<file path="config.mk">
export PLATFORM = sky130hd
export DESIGN_NAME = asr_receiver
export DESIGN_NICKNAME = d
export VERILOG_FILES = /design/src/design/asr_pkg.sv /design/src/design/asr_receiver.sv
export SDC_FILE = /design/constraint.sdc
export NUM_CORES = 1
export LEC_CHECK = 0
export BUFFER_PORTS_ARGS = -buffer_cell sky130_fd_sc_hd__buf_2
export CAP_MARGIN = 10
export CORE_MARGIN = 2
export CORE_UTILIZATION = 57
export CTS_CLUSTER_DIAMETER = 120
export CTS_CLUSTER_SIZE = 10
export DETAILED_ROUTE_END_ITERATION = 10
export HOLD_SLACK_MARGIN = 0.12
export PLACE_DENSITY = 0.8
export SLEW_MARGIN = 20
export SYNTH_ARGS = -nofsm -noshare
export SYNTH_HDL_FRONTEND = slang
export SYNTH_SLANG_ARGS = --single-unit
export TNS_END_PERCENT = 1
</file>
<file path="constraint.sdc">
create_clock -name mclk_i -period 3.85 [get_ports mclk_i]
set_clock_uncertainty 0.15 [all_clocks]
set_input_delay 0 -clock mclk_i [delete_from_list [all_inputs] [get_ports mclk_i]]
set_output_delay 0 -clock mclk_i [all_outputs]
set_load 0.05 [all_outputs]
</file>
<file path="src/design/asr_pkg.sv">
// Purpose: Constants shared by the asynchronous serial receiver.
// Assumes: 32-bit APB, word-aligned registers at four times their index.
// Notes: Register indices are kept as printed; byte address is index*4.
package asr_pkg;

  ////////////////////////////////////////////////////////////////////////////
  // Register indices (byte address = index * 4)
  localparam int unsigned ADDR_W = 12;
  localparam logic [9:0] IDX_FLAGS = 10'h00c;
  localparam logic [9:0] IDX_RSC = 10'h018;
  localparam logic [9:0] IDX_TXB = 10'h019;
  localparam logic [9:0] IDX_RXB = 10'h01a;
  localparam logic [9:0] IDX_IEN = 10'h08c;
  localparam logic [9:0] IDX_TSC = 10'h098;
  localparam logic [9:0] IDX_BRG = 10'h099;

  ////////////////////////////////////////////////////////////////////////////
  // Field positions
  localparam int unsigned RSC_SERIAL_PORT_ENABLE = 7;
  localparam int unsigned RSC_RX9 = 6;
  localparam int unsigned RSC_CONTINUOUS_RECEIVE_ENABLE = 4;
  localparam int unsigned RSC_ADDRESS_DETECT_ENABLE = 3;
  localparam int unsigned TSC_SYNC = 4;
  localparam int unsigned TSC_HIGH_BAUD_RATE_SELECT = 2;
  localparam int unsigned FLG_RCV = 5;
  localparam int unsigned IEN_RCV = 5;
  localparam int unsigned ENT_FRAMING_ERROR = 9;
  localparam int unsigned ENT_NINTH = 8;
  localparam int unsigned ENTRY_W = 10;

  ////////////////////////////////////////////////////////////////////////////
  // Reset values and write masks
  localparam logic [7:0] RST_FLAGS = 8'h00;
  localparam logic [7:0] RST_RSC = 8'h00;
  localparam logic [7:0] RST_TXB = 8'h00;
  localparam logic [7:0] RST_IEN = 8'h00;
  localparam logic [7:0] RST_TSC = 8'h02;
  localparam logic [7:0] RST_BRG = 8'h00;
  localparam logic [7:0] RSC_WMASK = 8'hf8;
  localparam logic [7:0] TSC_WMASK = 8'hf5;
  localparam logic [7:0] TSC_RO_SET = 8'h02;
  localparam logic [7:0] FLG_WMASK = 8'hdf;

  ////////////////////////////////////////////////////////////////////////////
  // Oversampling timing, in sixteenths of a bit
  localparam logic [3:0] SMP_A = 4'h7;
  localparam logic [3:0] SMP_B = 4'h8;
  localparam logic [3:0] SMP_C = 4'h9;
  localparam logic [3:0] BIT_END = 4'hf;
  localparam logic [1:0] LOW_PRE_LAST = 2'h3;
  localparam logic [3:0] LAST_BIT8 = 4'h7;
  localparam logic [3:0] LAST_BIT9 = 4'h8;

  typedef enum logic [1:0] {
    ST_IDLE = 2'b00,
    ST_START = 2'b01,
    ST_DATA = 2'b10,
    ST_STOP = 2'b11
  } asr_state_e;

endpackage : asr_pkg

</file>
<file path="src/design/asr_receiver.sv">
// Purpose: Asynchronous serial receiver with two-deep buffer, APB slave.
// Assumes: 50 MHz mclk_i, synchronous active-low reset, one wait state.
// Notes: Transmit buffer is storage only; transmit control's sync and high baud select bits steer the receiver; no transmitter lives here.
//
// Contract
// (RQ1) Recover bits at sixteen times bit rate
// (RQ2) Accept frames only while receive enable set
// (RQ3) After stop, load buffer, set flag
// (RQ4) Flag read-only, clears when buffer empty
// (RQ5) Interrupt request gated by enable bit
// (RQ6) Buffer holds two words
// (RQ7) Full buffer at stop sets overrun, drops
// (RQ8) Overrun cleared only by toggling receive enable
// (RQ9) Overrun blocks all buffer loads
// (RQ10) Zero stop bit sets framing error
// (RQ11) Framing and ninth bit stored per entry
// (RQ12) Software reads status before buffer
// (RQ13) Reads return bytes in arrival order
// (RQ14) Async needs sync clear, port enable set
// (RQ15) Nine-bit mode receives ninth data bit
// (RQ16) Address detect keeps data words out
// (RQ17) High baud select picks fast range
// (RQ18) Frame: start, eight/nine data, stop
// (RQ19) Data bits arrive least significant first
// (RQ20) Baud generator gives x16 or x64 tick
// (RQ21) Ninth bit one marks address word
// (RQ22) Start on falling edge, mid-bit sampling
`timescale 1ns/1ns
module asr_receiver
  import asr_pkg::*;
#(
  parameter int unsigned DEPTH = 2
) (
  input wire logic mclk_i,
  input wire logic reset_n_i,
  input wire logic psel_i,
  input wire logic penable_i,
  input wire logic pwrite_i,
  input wire logic [ADDR_W-1:0] paddr_i,
  input wire logic [31:0] pwdata_i,
  output logic [31:0] prdata_o,
  output logic pready_o,
  output logic pslverr_o,
  input wire logic receive_pin_i,
  output logic receive_irq_o
);

  localparam int unsigned PTR_W = $clog2(DEPTH);
  localparam logic [PTR_W:0] CNT_FULL = (PTR_W+1)'(DEPTH);

  // Pointers wrap by width, so the depth must be a power of two
  if (DEPTH < 2 || (DEPTH & (DEPTH - 1)) != 0) begin : g_depth_chk
    $error("asr_receiver: DEPTH must be a power of two, at least 2");
  end

  // Address match against a register index, used by every decoder
  function automatic logic hit(input logic [ADDR_W-1:0] a,
                               input logic [9:0] idx);
    hit = (a == {idx, 2'b00});
  endfunction : hit

  ////////////////////////////////////////////////////////////////////////////
  // Declarations
  logic [7:0] rsc_r, tsc_r, txb_r, ien_r, flg_r, brg_r;
  logic pready_r, pslverr_r, irq_r;
  logic [31:0] prdata_r;
  logic rx_meta_r, rx_sync_r, rx_prev_r;
  logic [7:0] brg_cnt_r;
  logic [1:0] pre_r;
  asr_state_e state_r;
  logic [3:0] os_cnt_r, bit_cnt_r;
  logic [1:0] smp_r;
  logic [8:0] rsr_r;
  logic overrun_error_r;
  logic [ENTRY_W-1:0] mem_r [DEPTH];
  logic [PTR_W-1:0] wp_r, rp_r;
  logic [PTR_W:0] cnt_r;
  logic rx_en, brg_tick, os_tick, maj, done, filtered, push, ovr_set;
  logic pop, acc, req, mapped, flag;
  logic [3:0] last_bit;
  logic [ENTRY_W-1:0] head;
  logic [7:0] rd_byte;

  ////////////////////////////////////////////////////////////////////////////
  // APB slave: one wait state, answer registered
  assign req = psel_i & penable_i & ~pready_r;
  assign acc = psel_i & penable_i & pready_r;
  assign mapped = hit(paddr_i, IDX_FLAGS) | hit(paddr_i, IDX_RSC) |
                  hit(paddr_i, IDX_TXB) | hit(paddr_i, IDX_RXB) |
                  hit(paddr_i, IDX_IEN) | hit(paddr_i, IDX_TSC) |
                  hit(paddr_i, IDX_BRG);

  // Read mux; framing and ninth status bits come from the buffer head
  always_comb begin
    rd_byte = 8'h00;
    if (hit(paddr_i, IDX_FLAGS)) begin
      rd_byte = flg_r;
      rd_byte[FLG_RCV] = flag; // RQ4
    end
    if (hit(paddr_i, IDX_RSC)) begin
      rd_byte = {rsc_r[7:3], head[ENT_FRAMING_ERROR], overrun_error_r, head[ENT_NINTH]}; // RQ11
    end
    if (hit(paddr_i, IDX_TXB)) begin
      rd_byte = txb_r;
    end
    if (hit(paddr_i, IDX_RXB)) begin
      rd_byte = head[7:0];
    end
    if (hit(paddr_i, IDX_IEN)) begin
      rd_byte = ien_r;
    end
    if (hit(paddr_i, IDX_TSC)) begin
      rd_byte = tsc_r | TSC_RO_SET; // No shifter here, so always empty
    end
    if (hit(paddr_i, IDX_BRG)) begin
      rd_byte = brg_r;
    end
  end

  // Handshake: pready rises one cycle into the access phase
  always_ff @(posedge mclk_i) begin
    if (!reset_n_i) begin
      pready_r <= 1'b0;
      pslverr_r <= 1'b0;
      prdata_r <= 32'h0000_0000;
    end else begin
      pready_r <= req;
      if (req) begin
        pslverr_r <= ~mapped;
        prdata_r <= pwrite_i ? 32'h0000_0000 : {24'h00_0000, rd_byte};
      end else begin
        pslverr_r <= 1'b0;
      end
    end
  end

  // Software registers; writes land at the completing edge
  always_ff @(posedge mclk_i) begin
    if (!reset_n_i) begin
      rsc_r <= RST_RSC;
      tsc_r <= RST_TSC & TSC_WMASK;
      txb_r <= RST_TXB;
      ien_r <= RST_IEN;
      flg_r <= RST_FLAGS;
      brg_r <= RST_BRG;
    end else if (acc && pwrite_i) begin
      if (hit(paddr_i, IDX_RSC)) begin
        rsc_r <= pwdata_i[7:0] & RSC_WMASK;
      end
      if (hit(paddr_i, IDX_TSC)) begin
        tsc_r <= pwdata_i[7:0] & TSC_WMASK;
      end
      if (hit(paddr_i, IDX_TXB)) begin
        txb_r <= pwdata_i[7:0];
      end
      if (hit(paddr_i, IDX_IEN)) begin
        ien_r <= pwdata_i[7:0];
      end
      if (hit(paddr_i, IDX_FLAGS)) begin
        flg_r <= pwdata_i[7:0] & FLG_WMASK; // RQ4
      end
      if (hit(paddr_i, IDX_BRG)) begin
        brg_r <= pwdata_i[7:0];
      end
    end
  end

  ////////////////////////////////////////////////////////////////////////////
  // Receive enable: async mode, port on, continuous receive on
  assign rx_en = rsc_r[RSC_SERIAL_PORT_ENABLE] & rsc_r[RSC_CONTINUOUS_RECEIVE_ENABLE] & ~tsc_r[TSC_SYNC]; // RQ2 RQ14

  // Pin synchroniser; second stage is sampled, third stage kept for edge detect
  always_ff @(posedge mclk_i) begin
    if (!reset_n_i) begin
      rx_meta_r <= 1'b1;
      rx_sync_r <= 1'b1;
      rx_prev_r <= 1'b1;
    end else begin
      rx_meta_r <= receive_pin_i;
      rx_sync_r <= rx_meta_r;
      rx_prev_r <= rx_sync_r;
    end
  end

  ////////////////////////////////////////////////////////////////////////////
  // Baud generator, held in reset while reception is off
  assign brg_tick = rx_en & (brg_cnt_r == brg_r);
  // Low range ticks at x64, so divide by four to reach x16
  assign os_tick = brg_tick &
                   (tsc_r[TSC_HIGH_BAUD_RATE_SELECT] | (pre_r == LOW_PRE_LAST)); // RQ17 RQ20

  always_ff @(posedge mclk_i) begin
    if (!reset_n_i || !rx_en) begin
      brg_cnt_r <= 8'h00;
      pre_r <= 2'h0;
    end else if (brg_tick) begin
      brg_cnt_r <= 8'h00; // RQ20
      pre_r <= pre_r + 2'h1;
    end else begin
      brg_cnt_r <= brg_cnt_r + 8'h01;
    end
  end

  ////////////////////////////////////////////////////////////////////////////
  // Bit recovery: majority of sixteenths 7, 8 and 9
  assign maj = (smp_r[1] & smp_r[0]) | (smp_r[1] & rx_sync_r) |
               (smp_r[0] & rx_sync_r); // RQ22
  assign last_bit = rsc_r[RSC_RX9] ? LAST_BIT9 : LAST_BIT8; // RQ15 RQ18
  assign done = (state_r == ST_STOP) & os_tick & (os_cnt_r == SMP_C);

  // Frame sequencer; dropping the enable aborts any frame in flight
  always_ff @(posedge mclk_i) begin
    if (!reset_n_i || !rx_en) begin
      state_r <= ST_IDLE; // RQ2 RQ8
      os_cnt_r <= 4'h0;
      bit_cnt_r <= 4'h0;
      smp_r <= 2'h0;
    end else begin
      case (state_r)
        ST_IDLE: begin
          if (rx_prev_r && !rx_sync_r) begin
            state_r <= ST_START; // RQ22
            os_cnt_r <= 4'h0;
          end
        end
        ST_START, ST_DATA, ST_STOP: begin
          if (os_tick) begin
            os_cnt_r <= os_cnt_r + 4'h1; // RQ1
            if (os_cnt_r == SMP_A || os_cnt_r == SMP_B) begin
              smp_r <= {smp_r[0], rx_sync_r};
            end
            // A start that reads high at mid-bit was a glitch
            if (os_cnt_r == SMP_C && state_r == ST_START && maj) begin
              state_r <= ST_IDLE;
            end
            if (os_cnt_r == SMP_C && state_r == ST_STOP) begin
              state_r <= ST_IDLE; // RQ18
            end
            if (os_cnt_r == BIT_END && state_r == ST_START) begin
              state_r <= ST_DATA;
              bit_cnt_r <= 4'h0;
            end
            if (os_cnt_r == BIT_END && state_r == ST_DATA) begin
              if (bit_cnt_r == last_bit) begin
                state_r <= ST_STOP;
              end else begin
                bit_cnt_r <= bit_cnt_r + 4'h1;
              end
            end
          end
        end
        default: begin
          state_r <= ST_IDLE;
        end
      endcase
    end
  end

  // Shift register filled least significant bit first
  always_ff @(posedge mclk_i) begin
    if (!reset_n_i || state_r == ST_IDLE) begin
      rsr_r <= 9'h000;
    end else if (state_r == ST_DATA && os_tick && os_cnt_r == SMP_C) begin
      rsr_r[bit_cnt_r] <= maj; // RQ19
    end
  end

  ////////////////////////////////////////////////////////////////////////////
  // Word completion: filter, overrun, load
  assign filtered = rsc_r[RSC_ADDRESS_DETECT_ENABLE] & rsc_r[RSC_RX9] & ~rsr_r[8]; // RQ16 RQ21
  assign push = done & ~filtered & ~overrun_error_r & (cnt_r != CNT_FULL); // RQ3 RQ9
  assign ovr_set = done & ~filtered & ~overrun_error_r & (cnt_r == CNT_FULL); // RQ7

  // Overrun is sticky until receive enable drops; set wins
  always_ff @(posedge mclk_i) begin
    if (!reset_n_i) begin
      overrun_error_r <= 1'b0;
    end else if (ovr_set) begin
      overrun_error_r <= 1'b1; // RQ7
    end else if (!rsc_r[RSC_CONTINUOUS_RECEIVE_ENABLE]) begin
      overrun_error_r <= 1'b0; // RQ8
    end
  end

  ////////////////////////////////////////////////////////////////////////////
  // Receive buffer: each entry is {framing, ninth, data}
  assign pop = acc & ~pwrite_i & hit(paddr_i, IDX_RXB) & (cnt_r != '0);
  assign head = (cnt_r != '0) ? mem_r[rp_r] : '0;
  assign flag = (cnt_r != '0); // RQ4

  always_ff @(posedge mclk_i) begin
    if (push) begin
      mem_r[wp_r] <= {~maj, rsr_r[8], rsr_r[7:0]}; // RQ10 RQ11
    end
  end

  // Push and pop in one cycle leave the count alone
  always_ff @(posedge mclk_i) begin
    if (!reset_n_i) begin
      wp_r <= '0;
      rp_r <= '0;
      cnt_r <= '0;
    end else begin
      if (push) begin
        wp_r <= wp_r + 1'b1; // RQ6
      end
      if (pop) begin
        rp_r <= rp_r + 1'b1; // RQ13
      end
      case ({push, pop})
        2'b10: cnt_r <= cnt_r + 1'b1;
        2'b01: cnt_r <= cnt_r - 1'b1;
        default: cnt_r <= cnt_r;
      endcase
    end
  end

  // Request follows the flag only while enabled
  always_ff @(posedge mclk_i) begin
    if (!reset_n_i) begin
      irq_r <= 1'b0;
    end else begin
      irq_r <= flag & ien_r[IEN_RCV]; // RQ5
    end
  end

  assign prdata_o = prdata_r;
  assign pready_o = pready_r;
  assign pslverr_o = pslverr_r;
  assign receive_irq_o = irq_r;

  ////////////////////////////////////////////////////////////////////////////
  // Checks
  chk_push_flag: assert property (@(posedge mclk_i) disable iff (!reset_n_i)
    push |=> flag) // RQ3
    else $error("flag not set after load");
  chk_irq_gate: assert property (@(posedge mclk_i) disable iff (!reset_n_i)
    receive_irq_o |-> $past(ien_r[IEN_RCV]) && $past(flag)) // RQ5
    else $error("interrupt without enable");
  chk_ovr_sticky: assert property (@(posedge mclk_i) disable iff (!reset_n_i)
    overrun_error_r && rsc_r[RSC_CONTINUOUS_RECEIVE_ENABLE] |=> overrun_error_r) // RQ8
    else $error("overrun cleared on its own");
  // Buffer must never grow while overrun stands, whatever drives the load
  chk_ovr_block: assert property (@(posedge mclk_i) // RQ9
    disable iff (!reset_n_i)
    overrun_error_r |=> cnt_r <= $past(cnt_r))
    else $error("load during overrun");
  chk_full_ovr: assert property (@(posedge mclk_i) // RQ7
    disable iff (!reset_n_i)
    done && !filtered && cnt_r == CNT_FULL |=> overrun_error_r && cnt_r <= CNT_FULL)
    else $error("full buffer did not overrun");
  chk_pop_order: assert property (@(posedge mclk_i) // RQ13
    disable iff (!reset_n_i)
    pop && !push |=> cnt_r == $past(cnt_r) - 1'b1 && rp_r != $past(rp_r))
    else $error("read did not remove one entry");
  chk_off_idle: assert property (@(posedge mclk_i) disable iff (!reset_n_i)
    !rx_en |=> state_r == ST_IDLE && !done) // RQ2
    else $error("receiving while disabled");
  chk_os_div: assert property (@(posedge mclk_i) // RQ20
    disable iff (!reset_n_i)
    os_tick && !tsc_r[TSC_HIGH_BAUD_RATE_SELECT] |-> pre_r == LOW_PRE_LAST && brg_tick)
    else $error("low range tick not divided");
  chk_addr_load: assert property (@(posedge mclk_i) disable iff (!reset_n_i)
    push && rsc_r[RSC_ADDRESS_DETECT_ENABLE] && rsc_r[RSC_RX9] |=>
    mem_r[$past(wp_r)][ENT_NINTH]) // RQ21
    else $error("data word loaded under address detect");
  chk_apb_ready: assert property (@(posedge mclk_i) disable iff (!reset_n_i)
    psel_i && penable_i && !pready_o |=> pready_o ##1 !pready_o)
    else $error("ready not one cycle after wait");
  chk_empty_flag: assert property (@(posedge mclk_i) disable iff (!reset_n_i)
    pop && cnt_r == 1 && !push |=> !flag ##1 !receive_irq_o) // RQ4
    else $error("flag stuck after buffer emptied");

endmodule : asr_receiver

</file>
### Yosys cells after proc, flatten, opt, wreduce, memory -nomap -nowiden

Memory sizes are Yosys's and may differ from the RTL's. A register that Yosys moved wholly into a read port is not among the register bits.
Cells that the tools add are included.

| word-level totals | value |
|---|---|
| ROM bits | 0 |
| word-level logic and storage cells | 163 |
| bits in registers | 116 |
| latch bits | 0 |
| memories kept | 1 |
| input bits | 50 |
| memory bits (writable) | 20 |

| operators by class | value |
|---|---|
| bitwise operators | 39 |
| shift operators | 0 |
| $mul | 0 |
| mux-type cells | 34 |
| div/mod/pow operators | 0 |
| $lt $le $gt $ge | 2 |
| equality and inequality tests | 24 |
| $add $sub $neg | 8 |
| reduce and logical (&&, ||, !) cells | 31 |

Memory list:

| name | words | width | rd ports | clocked after memory_dff | write ports | line | RTL |
|---|---|---|---|---|---|---|---|
| mem_r | 2 | 10 | 1 | 1 | 1 | asr_receiver.sv:75 | `logic [ENTRY_W-1:0] mem_r [DEPTH];` |

Operators with widths:

| cell | count |
|---|---|
| $mux W8 | 8 |
| $eq A12 B10 Y1 const B | 3 |
| $eq A12 B7 Y1 const B | 3 |
| $mux W4 | 6 |
| $and A1 B1 Y1 | 22 |
| $reduce_and A2 Y1 | 9 |
| $mux W2 | 7 |
| $eq A12 B6 Y1 const B | 1 |
| $eq A4 B4 Y1 const B | 3 |
| $eq A2 B2 Y1 const B | 5 |
| $logic_and A1 B1 Y1 | 10 |
| $mux W10 | 1 |
| $bwmux W9 | 1 |
| $or A1 B1 Y1 | 9 |
| $add A4 B1 Y4 const B | 2 |
| $add A8 B1 Y8 const B | 1 |
| $eq A8 B8 Y1 | 1 |
| $not A1 Y1 | 8 |
| $pmux W2 S2 | 2 |
| $pmux W4 S2 | 1 |
| $mux W1 | 7 |
| $ne A2 B2 Y1 const B | 3 |
| $lt A4 B5 Y1 const B | 1 |
| $add A2 B1 Y2 const B | 2 |
| other kinds (15) | 22 |

### Depth between registers and ports, before layout

| logic depth | value |
|---|---|
| word-level depth | 11 |
| gate-level depth with buffers | 10 |
| depth with buffers taken out | 10 |

### Least setup slack after synthesis

Ideal clock, no wire load.

| timing path | value |
|---|---|
| path type | flip-flop to flip-flop |
| from | reg brg_cnt_r[2] |
| to | reg cnt_r[1] |
| library setup time | 70 ps |
| slack | 1106 ps |
| buffers on the path | 0 |
| period minus slack after synthesis | 2744 ps |
| arrival | 2524 ps |
| required time | 3630 ps |
| cell stages (with the launch flop) | 8 |
| cells stage by stage | dfxtp_1 -> xor2_1 -> or4_4 -> nor4_1 -> nand3_1 -> ha_1 -> or3_1 -> a21oi_1 |

| between the ends | value |
|---|---|
| word-level cells in the longest chain between the ends | 10 |

Ends and longest elaborated chain:

| item | line | RTL |
|---|---|---|
| start, declared | asr_receiver.sv:68 | `logic [7:0] brg_cnt_r;` |
| start signal, assigned | asr_receiver.sv:200 | `brg_cnt_r <= brg_cnt_r + 8'h01;` |
| $eq A8 B8 Y1 (*) | asr_receiver.sv:187 | `assign brg_tick = rx_en & (brg_cnt_r == brg_r);` |
| $and A1 B1 Y1 (*) | asr_receiver.sv:187 |  |
| $and A1 B1 Y1 (*) | asr_receiver.sv:189 | `assign os_tick = brg_tick &` |
| $and A1 B1 Y1 (*) (2 in series) | asr_receiver.sv:209 | `assign done = (state_r == ST_STOP) & os_tick & (os_cnt_r == SMP_C);` |
| $and A1 B1 Y1 (*) (3 in series) | asr_receiver.sv:271 | `assign push = done & ~filtered & ~overrun_error_r & (cnt_r != CNT_FULL);` |
| $eq A2 B1 Y1 / $eq A2 B2 Y1 (equally long branches) | asr_receiver.sv:310 | `case ({push, pop})` |
| $pmux W2 S2 / $reduce_bool A2 Y1 (equally long branches) | -- |  |
| end signal, assigned | asr_receiver.sv:311 | `2'b10: cnt_r <= cnt_r + 1'b1;` |
| end signal, assigned | asr_receiver.sv:312 | `2'b01: cnt_r <= cnt_r - 1'b1;` |
| end signal, assigned | asr_receiver.sv:313 | `default: cnt_r <= cnt_r;` |
| end, declared | asr_receiver.sv:77 | `logic [PTR_W:0] cnt_r;` |

Every way passes the cells marked *; elsewhere a longest branch is shown, timed or not.
A chain may end at the register's enable or synchronous reset.

### Worst setup path after layout

| timing path | value |
|---|---|
| from | in paddr_i[4] |
| to | reg prdata_r[3] (netlist: prdata_o[3]) |

| between the ends | value |
|---|---|
| word-level cells in the longest chain between the ends | 9 |

Ends and longest elaborated chain:

| item | line | RTL |
|---|---|---|
| start, declared | asr_receiver.sv:39 | `input wire logic [ADDR_W-1:0] paddr_i,` |
| $eq A12 B6 Y1 | asr_receiver.sv:59 | `hit = (a == {idx, 2'b00});` |
| $mux W8 | asr_receiver.sv:96 | `if (hit(paddr_i, IDX_FLAGS)) begin` |
| $mux W8 | asr_receiver.sv:100 | `if (hit(paddr_i, IDX_RSC)) begin` |
| $mux W8 | asr_receiver.sv:103 | `if (hit(paddr_i, IDX_TXB)) begin` |
| $mux W8 | asr_receiver.sv:106 | `if (hit(paddr_i, IDX_RXB)) begin` |
| $mux W8 | asr_receiver.sv:109 | `if (hit(paddr_i, IDX_IEN)) begin` |
| $mux W8 | asr_receiver.sv:112 | `if (hit(paddr_i, IDX_TSC)) begin` |
| $mux W8 (*) | asr_receiver.sv:115 | `if (hit(paddr_i, IDX_BRG)) begin` |
| $mux W8 (*) | asr_receiver.sv:130 | `prdata_r <= pwrite_i ? 32'h0000_0000 : {24'h00_0000, rd_byte};` |
| end signal, assigned | asr_receiver.sv:130 |  |
| end, declared | asr_receiver.sv:66 | `logic [31:0] prdata_r;` |

Marked as above.

==> reports/metrics.yaml <==
run_status:
  status: "finished clean"
placed_design:
  dpl_worst_slack_ps: 996.8
  dp_hpwl_um: 10180
  io_buffer_count: 36
  gp_congestion: 0.9080
synthesis:
  yosys_warnings: 0
  yosysTopAreaCell: "dfxtp_1"
  avgSynthCellArea_um2: 9.079
  ys.flop_type: "dfxtp_1"
  syn_inst: 624
  synth_commonest_cells: "dfxtp_1, nand2_1, nor2_1"
  seq_area_frac_synth_pct: 43.46
  synth_most_common_cell: "dfxtp_1"
  netlist_area_um2: 5665
  ys_ff_latch: 113
  synth_edf_count: 20
  async_flop_share_pct: 0
  netlist-cell-type-count: 68
  synth.area.top_cells: "dfxtp_1, edfxtp_1, mux2i_1, nand2_1, nor2_1"
  synth_top_area_share_pct: 32.86
critical_path:
  startpoint: "paddr_i[4]"
  path_common_cell: "dlygate4sd3_1"
  critPathCaptureType: "register"
  path_class: "input pin to register"
  crit_chain: "dlygate4sd3_1 > buf_2 > or4bb_1 > or4_4 > o32ai_1 > a31oi_1 > dlygate4sd3_1 > o21ai_0 > dlygate4sd3_1"
  rrSetupSlack_ps: 850
  cp_max_fo: 13
  crit_slowest_cell: "or4bb_1"
  reg2reg_depth: 6
  cp_num_buf_inv: 4
  crit_family: "buffers and inverters"
  cp.arrival_ps: 3760
  r2r-end: "mem_r[1][6]"
  startpoint_type: "input pin"
  worstSetupEndpoint: "prdata_o[3]"
  path_depth: 9
  r2r-start: "rsc_r[4]"
  critPathRequiredTime_ps: 4170
  critPathMaxStageDelay_ps: 780
floorplanning:
  start_util_pct: 58.23
  core_region_area_um2: 9729
  die_width_um: 103.7
  rows: 36
  die_h_um: 103.7
  dieArea_um2: 10750
  ios: 85
timing:
  setup_viol_count_final: 0
  post-route-period-util_pct: 89.32
  min_period_ps: 3439
  max_freq_mhz: 290.8
  worst_slack_ps: 411.3
  max_slew_margin_pct: 32.71
  worst_pin_slew_ps: 1002
  drv_slew: 0
  fin_setup_tns_ps: 0
  rsz0062_at_grt: "no"
  finalHoldViolations: 0
  holdWs_ps: 180.8
cells_and_area:
  antennaDiodeCount: 0
  area_growth_pct: 21.25
  drive_above_1_share_pct: 13.60
  multi_input_area_um2: 2967
  final_nets: 760
  nFillCells: 687
  seqCellArea_um2: 2462
detailed_routing:
  dr.pass1.iters: 6
  drt-total-wl_um: 15480
  route.met2.wl_um: 7388
  top_layer: "met4"
  drtIter0Drc: 412
  ant_nets: 0
  drc: 0
  routedWlPerCell_um: 18.30
  wl_met1_um: 5991
  met3_length_um: 1484
  viasPerCell: 6.130
  num_vias: 5186
global_route:
  antenna_found_initial: 0
  grt_pass1_wl_um: 24980
  track_usage_pct: 29.38
  grt_pass1_vias: 5035
  grt_overflow_total: 0
  grt_max_degree: 44
pwr:
  power.leakage_nw: 2.478
  cellPowerDensity_nw_per_um2: 430.9
  irDropWorstVdd_v: 0.0002459
cts:
  clock_latency_ps: 530
  clock-sinks: 113
  numCtsBuffers: 17
  cts-root-buf: "clkbuf_8"
  cts.clk_slew.worst_paths_ps: 60
  cts.htree.levels: 4
  cts_tree: "yes"
  cts-resized-gates: 0
  clock_path_buffers: 2
job:
  drv_cap: 0
hold_path:
  holdCritStartpoint: "pwdata_i[1]"
  hold_depth: 4
  hp-class: "input pin to register"
## worst min path at each step
stage,endpoint
2_1_floorplan,rx_meta_r
3_3_place_gp,rx_meta_r
3_5_place_dp,rx_meta_r
4_1_cts,brg_r[1]
5_1_grt,brg_r[1]
6_report,brg_r[1]
## sequential cells by signal (all words and copies together) (netlist names), 6 cells and up, named ones only
| signal | cells |
|---|---|
| brg_cnt_r | 8 |
| ien_r | 8 |
| txb_r | 8 |
| mem_r | 20 |
| brg_r | 8 |
| prdata_o | 8 |
| tsc_r | 6 |
| flg_r | 7 |
| rsr_r | 9 |
## final cells by class
| cell class | instances | area share (%) |
|---|---|---|
| well taps | 133 | 2.423 |
| inverters | 12 | 0.6557 |
| flip-flops and latches | 113 | 35.85 |
| multi-input cells | 473 | 43.19 |
| repair buffers | 83 | 9.180 |
| clock buffers | 20 | 6.339 |
| clock inverters | 12 | 2.368 |
## cell usage in the layout (no fill, tap or decap), types with 4 or more instances in the layout
cell type      instances
o21ai_0               39
nor2_1                58
dfxtp_1               93
inv_1                 12
a21oi_1               39
or4_1                  4
buf_2                 36
or2_2                  6
mux2i_1               46
dlygate4sd3_1         39
buf_4                  8
clkinv_2               4
a32oi_1                5
edfxtp_1              20
a31oi_1                8
xnor2_1                8
clkbuf_16             16
bufinv_16              4
or3_1                  7
nor2b_1               10
nand2b_1               5
nor4_1                 5
and3_1                 7
nand4_1                8
xor2_1                12
nor3_1                11
nand3_1               24
ha_1                  10
a2bb2oi_1              4
nand3b_1               4
conb_1                24
nand2_1               58
o22ai_1                6
o21a_1                 5
## per-stage QoR
stage	area (µm²)	total power [mW]	instances	util [%]
floorplan	5752	1.343	647	-
global placement	5881	1.366	775	60.44
detailed placement	5881	1.368	775	60.44
CTS	6869	2.960	846	70.60
global route	6869	3.033	846	70.60
finish	6869	2.960	846	70.60
## metal layers
layer / track usage (%) / up-vias
met5: 0 / -
met4: 13.61 / 0
met3: 7.426 / 61
met2: 48.34 / 343
met1: 36.35 / 2417
li1: - / 2365
## cell families (layout without fill, tap and decap cells)
logic type	count (synthesis)	in the layout	synth area share, %
AOI/OAI and AO/OA	131	131	14.25
adders and majority gates	12	12	2.562
and+or+nand+nor	238	238	22.24
DFF	113	113	43.46
buffers and inverters	61	127	5.808
xor gates and xnor gates	20	20	3.092
muxes	48	48	8.525
other	1	24	0.06619
## worst register-to-register path, cell delays in order, from the launching register on
cell and delay, ps:
dfxtp_1 440, nand3b_1 240, or4_4 510, nor4_1 290
buf_4 200, nand3_1 110, nor2_1 680
## where the power goes
| group | internal, mW | switching (mW) |
|---|---|---|
| sequential | 1.20 | 0.00131 |
| combinational | 0.0498 | 0.121 |
| clock | 1.06 | 0.529 |
## repair_timing
action | CTS | global route
setup buffers | 0 | 0
hold buffers | 39 | 0
hold endpoints to repair | 59 | 0
(Power assumes the default switching activity.)
